### src/inc/pwm_edge_pkg.sv
/*
 * Shared constants and types for the PWM edge timing block: register
 * indices, field layout of the edge setting bytes, reset values, timing.
 * Assumes a 100 MHz system clock and 32-bit Avalon-MM register access.
 */
package pwm_edge_pkg;

	// Register indices; byte address is four times the index
	localparam logic [6:0] IDX_A_RISE_COARSE = 7'h41;
	localparam logic [6:0] IDX_A_RISE_FINE   = 7'h42;
	localparam logic [6:0] IDX_A_FALL_COARSE = 7'h43;
	localparam logic [6:0] IDX_A_FALL_FINE   = 7'h44;
	localparam logic [6:0] IDX_B_RISE_COARSE = 7'h45;
	localparam logic [6:0] IDX_B_RISE_FINE   = 7'h46;
	localparam logic [6:0] IDX_CTRL          = 7'h50;
	localparam logic [6:0] IDX_STATUS        = 7'h51;

	// Control word fields
	localparam int CTRL_PERIOD_LSB = 0;
	localparam int CTRL_RUN_BIT    = 16;
	// Status word fields
	localparam int STAT_CNT_LSB    = 0;
	localparam int STAT_FIRST_BIT  = 16;
	localparam int STAT_SECOND_BIT = 17;

	// Reset values
	localparam logic [7:0]  COARSE_RESET = 8'h00;
	localparam logic [7:0]  FINE_RESET   = 8'h00;
	localparam logic [11:0] PERIOD_RESET = 12'h07D0;
	localparam logic        RUN_RESET    = 1'b0;

	// Timing: one edge count is 5 ns, clock period 10 ns
	localparam int TIME_STEP_NS  = 5;
	localparam int CLK_PERIOD_NS = 10;
	localparam int CNT_STEP      = CLK_PERIOD_NS / TIME_STEP_NS;

	localparam int EDGE_W = 12;
	localparam int CNT_W  = 13;

	// Layout of an edge setting byte, msb first
	typedef struct packed {
		logic [3:0] fine;
		logic       mod_en;
		logic       sign;
		logic [1:0] rsvd;
	} edge_setting_t;

	// One edge: coarse byte and its setting byte
	typedef struct packed {
		logic [7:0]    coarse;
		edge_setting_t setting;
	} edge_cfg_t;

endpackage

### src/design/pwm_edge_timing_control.sv
/*
 * Edge placement for the first and second PWM outputs, with an Avalon-MM
 * register slave. Assumes a synchronous modulation word from the loop
 * filter and a master that holds each request until waitrequest is low.
 */
// Function
// - First rise time: coarse byte high, setting bits 7:4 low, 5 ns each.
// - First fall time: coarse byte high, setting top nibble low, 5 ns.
// - Second rise time: coarse byte high, setting top nibble low, 5 ns.
// - First rise setting bit 3 enables modulation of that rise edge.
// - First fall setting bit 3 enables modulation of the fall edge.
// - Sign bit set: larger modulation moves the edge later.
// - Sign bit clear: larger modulation moves the edge earlier.
`timescale 1ns/1ps

module pwm_edge_timing_control #(
	parameter int MOD_W = 12
) (
	input  wire logic             clk_in,
	input  wire logic             nrst_in,
	input  wire logic [8:0]       address_in,
	input  wire logic             read_in,
	input  wire logic             write_in,
	input  wire logic [3:0]       byteenable_in,
	input  wire logic [31:0]      writedata_in,
	output logic      [31:0]      readdata_out,
	output logic                  waitrequest_out,
	input  wire logic [MOD_W-1:0] mod_value_in,
	output logic                  pwm_out_first_out,
	output logic                  pwm_out_second_out
);

	// Refused at elaboration: the offset arithmetic is only EW+2 bits wide
	if (MOD_W < 1 || MOD_W > pwm_edge_pkg::EDGE_W) begin
		$error("MOD_W must lie in 1..12");
	end
	if (pwm_edge_pkg::CLK_PERIOD_NS % pwm_edge_pkg::TIME_STEP_NS != 0) begin
		$error("Clock period must be a multiple of the edge step");
	end

	localparam int EW = pwm_edge_pkg::EDGE_W;
	localparam int CW = pwm_edge_pkg::CNT_W;
	localparam logic [CW-1:0] STEP = CW'(pwm_edge_pkg::CNT_STEP);

	// Register storage
	pwm_edge_pkg::edge_cfg_t a_rise_q;
	pwm_edge_pkg::edge_cfg_t a_fall_q;
	pwm_edge_pkg::edge_cfg_t b_rise_q;
	logic [EW-1:0]           period_q;
	logic                    run_q;

	// Timing state
	logic [CW-1:0] cnt_q;
	logic [CW-1:0] cnt_d;
	logic [EW-1:0] first_rise_time_q;
	logic [EW-1:0] first_fall_time_q;
	logic [EW-1:0] second_rise_time_q;
	logic          first_q;
	logic          second_q;

	// Bus handshake state
	logic        ack_q;
	logic [31:0] rdata_q;

	// Signed modulation offset, optionally inverted, then clamped to range
	function automatic logic [EW-1:0] edge_time(
		input pwm_edge_pkg::edge_cfg_t cfg,
		input logic [MOD_W-1:0]        mod
	);
		logic signed [EW+1:0] base;
		logic signed [EW+1:0] off;
		logic signed [EW+1:0] sum;
		base = $signed({2'b00, cfg.coarse, cfg.setting.fine});
		off  = (EW+2)'($signed(mod));
		if (!cfg.setting.mod_en)
			off = '0;
		else if (!cfg.setting.sign)
			off = -off;
		sum = base + off;
		if (sum < 0)
			edge_time = '0;
		else if (sum > $signed({2'b00, {EW{1'b1}}}))
			edge_time = {EW{1'b1}};
		else
			edge_time = sum[EW-1:0];
	endfunction

	// Address decode
	wire        req       = read_in | write_in;
	wire        take      = req & ~ack_q;
	wire [6:0]  idx       = address_in[8:2];
	wire        aligned   = address_in[1:0] == 2'b00;
	wire        sel_ar_c  = aligned & (idx == pwm_edge_pkg::IDX_A_RISE_COARSE);
	wire        sel_ar_f  = aligned & (idx == pwm_edge_pkg::IDX_A_RISE_FINE);
	wire        sel_af_c  = aligned & (idx == pwm_edge_pkg::IDX_A_FALL_COARSE);
	wire        sel_af_f  = aligned & (idx == pwm_edge_pkg::IDX_A_FALL_FINE);
	wire        sel_br_c  = aligned & (idx == pwm_edge_pkg::IDX_B_RISE_COARSE);
	wire        sel_br_f  = aligned & (idx == pwm_edge_pkg::IDX_B_RISE_FINE);
	wire        sel_ctrl  = aligned & (idx == pwm_edge_pkg::IDX_CTRL);
	wire        sel_stat  = aligned & (idx == pwm_edge_pkg::IDX_STATUS);
	// Writes land at the edge where the master sees waitrequest low
	wire        wr_go     = write_in & ack_q;
	wire        wr_b0     = wr_go & byteenable_in[0];
	wire [7:0]  wbyte     = writedata_in[7:0];

	// Reserved setting bits are stored and read back as written
	wire [31:0] ctrl_word = 32'(period_q) << pwm_edge_pkg::CTRL_PERIOD_LSB |
		32'(run_q) << pwm_edge_pkg::CTRL_RUN_BIT;
	wire [31:0] stat_word = 32'(cnt_q) << pwm_edge_pkg::STAT_CNT_LSB |
		32'(first_q) << pwm_edge_pkg::STAT_FIRST_BIT |
		32'(second_q) << pwm_edge_pkg::STAT_SECOND_BIT;

	logic [31:0] rd_mux;
	always_comb begin
		if (sel_ar_c)
			rd_mux = {24'h00_0000, a_rise_q.coarse};
		else if (sel_ar_f)
			rd_mux = {24'h00_0000, a_rise_q.setting};
		else if (sel_af_c)
			rd_mux = {24'h00_0000, a_fall_q.coarse};
		else if (sel_af_f)
			rd_mux = {24'h00_0000, a_fall_q.setting};
		else if (sel_br_c)
			rd_mux = {24'h00_0000, b_rise_q.coarse};
		else if (sel_br_f)
			rd_mux = {24'h00_0000, b_rise_q.setting};
		else if (sel_ctrl)
			rd_mux = ctrl_word;
		else if (sel_stat)
			rd_mux = stat_word;
		else
			rd_mux = 32'h0000_0000;
	end

	// One wait cycle per access; the answer lands on the following edge
	assign waitrequest_out = req & ~ack_q;
	assign readdata_out    = rdata_q;

	always_ff @(posedge clk_in or negedge nrst_in) begin
		if (!nrst_in) begin
			ack_q   <= 1'b0;
			rdata_q <= 32'h0000_0000;
		end else begin
			ack_q <= take;
			if (read_in & take)
				rdata_q <= rd_mux;
		end
	end

	always_ff @(posedge clk_in or negedge nrst_in) begin
		if (!nrst_in) begin
			a_rise_q <= {pwm_edge_pkg::COARSE_RESET, pwm_edge_pkg::FINE_RESET};
			a_fall_q <= {pwm_edge_pkg::COARSE_RESET, pwm_edge_pkg::FINE_RESET};
			b_rise_q <= {pwm_edge_pkg::COARSE_RESET, pwm_edge_pkg::FINE_RESET};
		end else begin
			if (wr_b0 & sel_ar_c)
				a_rise_q.coarse <= wbyte;
			if (wr_b0 & sel_ar_f)
				a_rise_q.setting <= wbyte;
			if (wr_b0 & sel_af_c)
				a_fall_q.coarse <= wbyte;
			if (wr_b0 & sel_af_f)
				a_fall_q.setting <= wbyte;
			if (wr_b0 & sel_br_c)
				b_rise_q.coarse <= wbyte;
			if (wr_b0 & sel_br_f)
				b_rise_q.setting <= wbyte;
		end
	end

	always_ff @(posedge clk_in or negedge nrst_in) begin
		if (!nrst_in) begin
			period_q <= pwm_edge_pkg::PERIOD_RESET;
			run_q    <= pwm_edge_pkg::RUN_RESET;
		end else begin
			if (wr_go & sel_ctrl & byteenable_in[0])
				period_q[7:0] <= writedata_in[7:0];
			if (wr_go & sel_ctrl & byteenable_in[1])
				period_q[EW-1:8] <= writedata_in[EW-1:8];
			if (wr_go & sel_ctrl & byteenable_in[2])
				run_q <= writedata_in[pwm_edge_pkg::CTRL_RUN_BIT];
		end
	end

	// Period counter in 5 ns units, advancing one clock's worth per cycle
	wire [CW-1:0] cnt_next  = cnt_q + STEP;
	wire          wrap      = cnt_next >= {1'b0, period_q};
	// Tracked while stopped, so the first period never uses stale times
	wire          start     = !run_q | wrap;

	always_comb begin
		if (!run_q)
			cnt_d = '0;
		else if (wrap)
			cnt_d = '0;
		else
			cnt_d = cnt_next;
	end

	// An edge fires in the cycle whose 10 ns window contains it
	wire hit_a_rise = {1'b0, first_rise_time_q} >= cnt_q &&
		{1'b0, first_rise_time_q} < cnt_next;
	wire hit_a_fall = {1'b0, first_fall_time_q} >= cnt_q &&
		{1'b0, first_fall_time_q} < cnt_next;
	wire hit_b_rise = {1'b0, second_rise_time_q} >= cnt_q &&
		{1'b0, second_rise_time_q} < cnt_next;

	// Edge times sampled once per period, so a mid-period write never glitches
	wire [EW-1:0] a_rise_eff = edge_time(a_rise_q, mod_value_in);
	wire [EW-1:0] a_fall_eff = edge_time(a_fall_q, mod_value_in);
	wire [EW-1:0] b_rise_eff = edge_time(b_rise_q, mod_value_in);

	always_ff @(posedge clk_in or negedge nrst_in) begin
		if (!nrst_in) begin
			cnt_q              <= '0;
			first_rise_time_q  <= '0;
			first_fall_time_q  <= '0;
			second_rise_time_q <= '0;
		end else begin
			cnt_q <= cnt_d;
			if (start) begin
				first_rise_time_q  <= a_rise_eff;
				first_fall_time_q  <= a_fall_eff;
				second_rise_time_q <= b_rise_eff;
			end
		end
	end

	// Falling edge wins when both land in one cycle; second ends at wrap
	wire first_d  = !run_q ? 1'b0 : hit_a_fall ? 1'b0 :
		hit_a_rise ? 1'b1 : first_q;
	wire second_d = !run_q ? 1'b0 : wrap ? 1'b0 :
		hit_b_rise ? 1'b1 : second_q;

	always_ff @(posedge clk_in or negedge nrst_in) begin
		if (!nrst_in) begin
			first_q  <= 1'b0;
			second_q <= 1'b0;
		end else begin
			first_q  <= first_d;
			second_q <= second_d;
		end
	end

	assign pwm_out_first_out  = first_q;
	assign pwm_out_second_out = second_q;

endmodule

### config.mk
export PLATFORM = sky130hd
export DESIGN_NAME = pwm_edge_timing_control
export DESIGN_NICKNAME = d
export VERILOG_FILES = /design/src/inc/pwm_edge_pkg.sv /design/src/design/pwm_edge_timing_control.sv
export SDC_FILE = /design/constraint.sdc
export NUM_CORES = 1
export LEC_CHECK = 0
export BUFFER_PORTS_ARGS = -buffer_cell sky130_fd_sc_hd__buf_2
export CAP_MARGIN = 25
export CORE_ASPECT_RATIO = 1.75
export CORE_MARGIN = 5
export CORE_UTILIZATION = 49
export CTS_BUF_LIST = sky130_fd_sc_hd__clkbuf_2
export DETAILED_ROUTE_END_ITERATION = 16
export PLACE_DENSITY = 0.68
export SLEW_MARGIN = 25
export SYNTH_ARGS = -nofsm -noshare
export SYNTH_HDL_FRONTEND = slang
export SYNTH_SLANG_ARGS = --single-unit
export TNS_END_PERCENT = 10
### constraint.sdc
create_clock -name clk_in -period 7.73 [get_ports clk_in]
set_input_delay 1.1595 -clock clk_in [delete_from_list [all_inputs] [get_ports clk_in]]
set_output_delay 1.1595 -clock clk_in [all_outputs]
set_load 0.01 [all_outputs]
==> metrics.csv <==
stage;metric;value;unit
global_routing;grt_use_met3;0.0309;
detailed_routing;wl;28800;um
setup_path;worstSetupEndpoint;second_rise_time_q[3];
setup_path;reg2reg_depth;13;
logic_synthesis;synth_ff_type;dfrtp_1;
die;ios;96;
sta;tightest_slew;0.989;ns
global_routing;use_met1;0.262;
setup_path;crit_fanout;68;
die;die_x;118;um
place;place_hpwl;23000;um
cts;clk_path_buf_depth;2;
cts;cts_tree;built;
logic_synthesis;netlist_instances;1110;
die;fp-row-count;69;
layout;n_fill_cell;1954;
run;maxCapViolCount;0;
logic_synthesis;netlist_area;0.0100;mm2
pwr;p_total;0.00124;W
setup_path;reg2reg_slack;2.91;ns
cts;post_cts_resized;0;
sta;clock.fmax;0.208;GHz
detailed_routing;avgRoutedWirePerCell;20.4;um
global_routing;grt_use_total;0.246;
setup_path;start_kind;flop;
sta;period_minus_slack;4.82;ns
layout;nets;1328;
pwr;power_frac_comb;0.110;
layout;area_growth;6.42;%
cts;clock-sinks;124;
pwr;p_switching;0.000379;W
pwr;p_clk_frac;0.353;
detailed_routing;viasPerCell;5.89;
global_routing;antenna_found_initial;1;
setup_path;startpoint;cnt_q[1];
die;die-area;0.0235;mm2
logic_synthesis;synth_seq_area_share;0.310;
logic_synthesis;yosys_warnings;0;
pwr;swShare;0.305;
pwr;leakage;5.23;nW
logic_synthesis;syn_avg_cell_area;9.03;um2
pwr;max-vdd-ir-drop;0.118;mV
logic_synthesis;yosys_register_bits;124;
detailed_routing;first_pass_iters;6;
detailed_routing;drt_iter0_drc;553;
sta;fin_skew;0.0221;ns
global_routing;grtUsageMet2;0.455;
logic_synthesis;synth_edf_count;0;
die;core;0.0202;mm2
detailed_routing;drcViolationCount;0;
die;initial_core_util;0.496;
pwr;p_per_area;116;mW/mm2
pwr;p_int;0.000862;W
setup_path;rr_startpoint;cnt_q[1];
setup_path;critPathRequiredTime;8.33;ns
layout;drive_gt1_frac;0.170;
detailed_routing;antenna_left;0;
place;place_congestion;0.933;
die;chipHeight;199;um
detailed_routing;vias;8317;
setup_path;arrival;5.41;ns
sta;finalHoldViolCount;0;
cts;cts_setup_buffers;0;
sta;finalCritPeriodShare;0.623;
cts;htreeDepth;4;
layout;finish.utilization;0.528;
hold_path;hold_class;input pin to asynchronous set/reset pin;
layout;mostFrequentLayoutCell;dfrtp_1;
sta;fin_tns_setup;0;ns
logic_synthesis;yosysUniqueCellTypes;77;
place;portBuffers;58;
setup_path;crit_type;flop to flop;
sta;finalSetupViolCount;0;
global_routing;top_usage_layer;met2;
sta;rsz0062_at_grt;false;
cts;cts_hold_buf;0;
global_routing;grt_max_degree;81;
cts;clk_pin_slew_worst_paths;0.21;ns
run_status;outcome;finished clean;
cts;root_buffer;clkbuf_2;
global_routing;grt_pass1_wl;44800;um
cts;worstSkewPairLatency;0.75;ns
sta;drv_slew;0;
pwr;pwr-share-seq;0.538;
sta;slew_headroom;0.338;
logic_synthesis;postSynth.asyncResetShare;1.00;
cts;cts_buffers;17;
layout;most-common-layout-cells;118 x dfrtp_1, 115 x ha_1, 105 x nor2_1;
global_routing;grt_pass1_vias;8307;
setup_path;rr_endpoint;second_rise_time_q[3];
setup_path;setup.worst_path.end_class;flop;
global_routing;grt_overflow;0;
## cell families after synthesis
| logic type | synth area share |
|---|---|
| XOR/XNOR | 0.0524 |
| AND/OR/NAND/NOR | 0.165 |
| flip-flops | 0.310 |
| adder cells (fa/ha/maj) | 0.150 |
| multiplexers | 0.0753 |
| AO/OA/AOI/OAI | 0.191 |
| buffers and inverters | 0.0561 |
| other | 0.000374 |
## worst min path at each step
stage / startpoint / endpoint / slack (ns) / depth (start not counted)
2_1_floorplan: ack_q / ack_q / 0.47 / 1
3_3_place_gp: readdata_out[16] / readdata_out[16] / 0.46 / 2
3_5_place_dp: readdata_out[6] / readdata_out[6] / 0.47 / 2
4_1_cts: nrst_in / first_fall_time_q[11] / 0.34 / 1
5_1_grt: nrst_in / first_fall_time_q[11] / 0.38 / 1
6_report: nrst_in / first_fall_time_q[11] / 0.37 / 1
## critical path, stage by stage (launching register included)
cell	delay, ns
dfrtp_1	0.69
ha_1	0.29
and3_1	0.24
nand2_1	0.08
xnor2_1	0.53
inv_1	0.11
ha_1	0.33
nand4_1	0.11
a211oi_1	0.22
a211o_2	0.15
buf_4	0.55
inv_1	0.33
nor2_1	0.84
a211oi_2	0.15
## Yosys cell counts (6+ instances only)
cell,number,share of area
buf_4,19,0.014
inv_1,61,0.023
a211oi_1,9,0.0067
o22ai_1,7,0.0044
nand2_1,76,0.028
nor3_1,23,0.011
dfrtp_1,118,0.29
a211oi_2,10,0.012
a21oi_1,60,0.030
nor2b_1,12,0.0075
nor4_1,6,0.0037
mux2i_1,9,0.0090
dfstp_2,6,0.016
and2_1,21,0.013
and3_1,10,0.0062
o21ai_1,14,0.0070
mux2_2,59,0.066
nand3_1,23,0.011
a22oi_1,12,0.0090
a21boi_0,8,0.0060
xor2_1,26,0.023
ha_1,115,0.14
o21a_1,18,0.013
nor2_1,105,0.039
nand2b_1,11,0.0069
a21o_1,19,0.014
a2111oi_0,6,0.0052
nand4_1,6,0.0037
or3_1,16,0.010
xnor2_1,34,0.030
clkbuf_1,31,0.012
o21ai_0,72,0.036
## layer usage
| metal | up-vias | share of wire |
|---|---|---|
| li1 | 4039 | - |
| met2 | 228 | 0.53 |
| met4 | 0 | 0.065 |
| met1 | 3968 | 0.37 |
| met3 | 82 | 0.037 |
| met5 | - | 0 |
## cell type report
| class | instances | area (um2) | share of cell area |
|---|---|---|---|
| inverter | 61 | 229 | 0.0215 |
| tap | 248 | 310 | 0.0291 |
| clock inverter | 15 | 164 | 0.0154 |
| clock buffer | 17 | 85.1 | 0.00798 |
| multi-input combinational | 880 | 6410 | 0.601 |
| timing repair buffer | 65 | 349 | 0.0327 |
| antenna | 1 | 2.50 | 0.000235 |
| sequential | 124 | 3110 | 0.292 |
## through the flow
stage / worst slack, ns / hold slack [ns] / cells / cell area [um2]
2_1_floorplan: 3.38 / 0.473 / 1127 / 10100
3_3_place_gp: 2.78 / 0.460 / 1378 / 10400
3_5_place_dp: 2.68 / 0.468 / 1378 / 10400
4_1_cts: 2.88 / 0.343 / 1410 / 10700
5_1_grt: 2.49 / 0.375 / 1411 / 10700
6_report: 2.91 / 0.367 / 1411 / 10700
## power by group through the flow
| stage | sequential [W] | combinational [W] | clock (W) |
|---|---|---|---|
| floorplan | 0.000674 | 0.0000893 | 0 |
| global placement | 0.000678 | 0.000134 | 0 |
| detailed placement | 0.000679 | 0.000136 | 0 |
| global route | 0.000669 | 0.000152 | 0.000473 |
| finish | 0.000667 | 0.000136 | 0.000438 |
| CTS | 0.000667 | 0.000136 | 0.000452 |
## flip-flops by register name (all words and copies together) (netlist names)
signal,flops
first_fall_time_q,11
a_fall_q,16
pwm_out_second_out,1
second_rise_time_q,11
run_q,1
first_rise_time_q,11
cnt_q,12
a_rise_q,16
b_rise_q,16
pwm_out_first_out,1
readdata_out,15
ack_q,1
period_q,12
No activity file was read; power rests on OpenSTA's default activity.
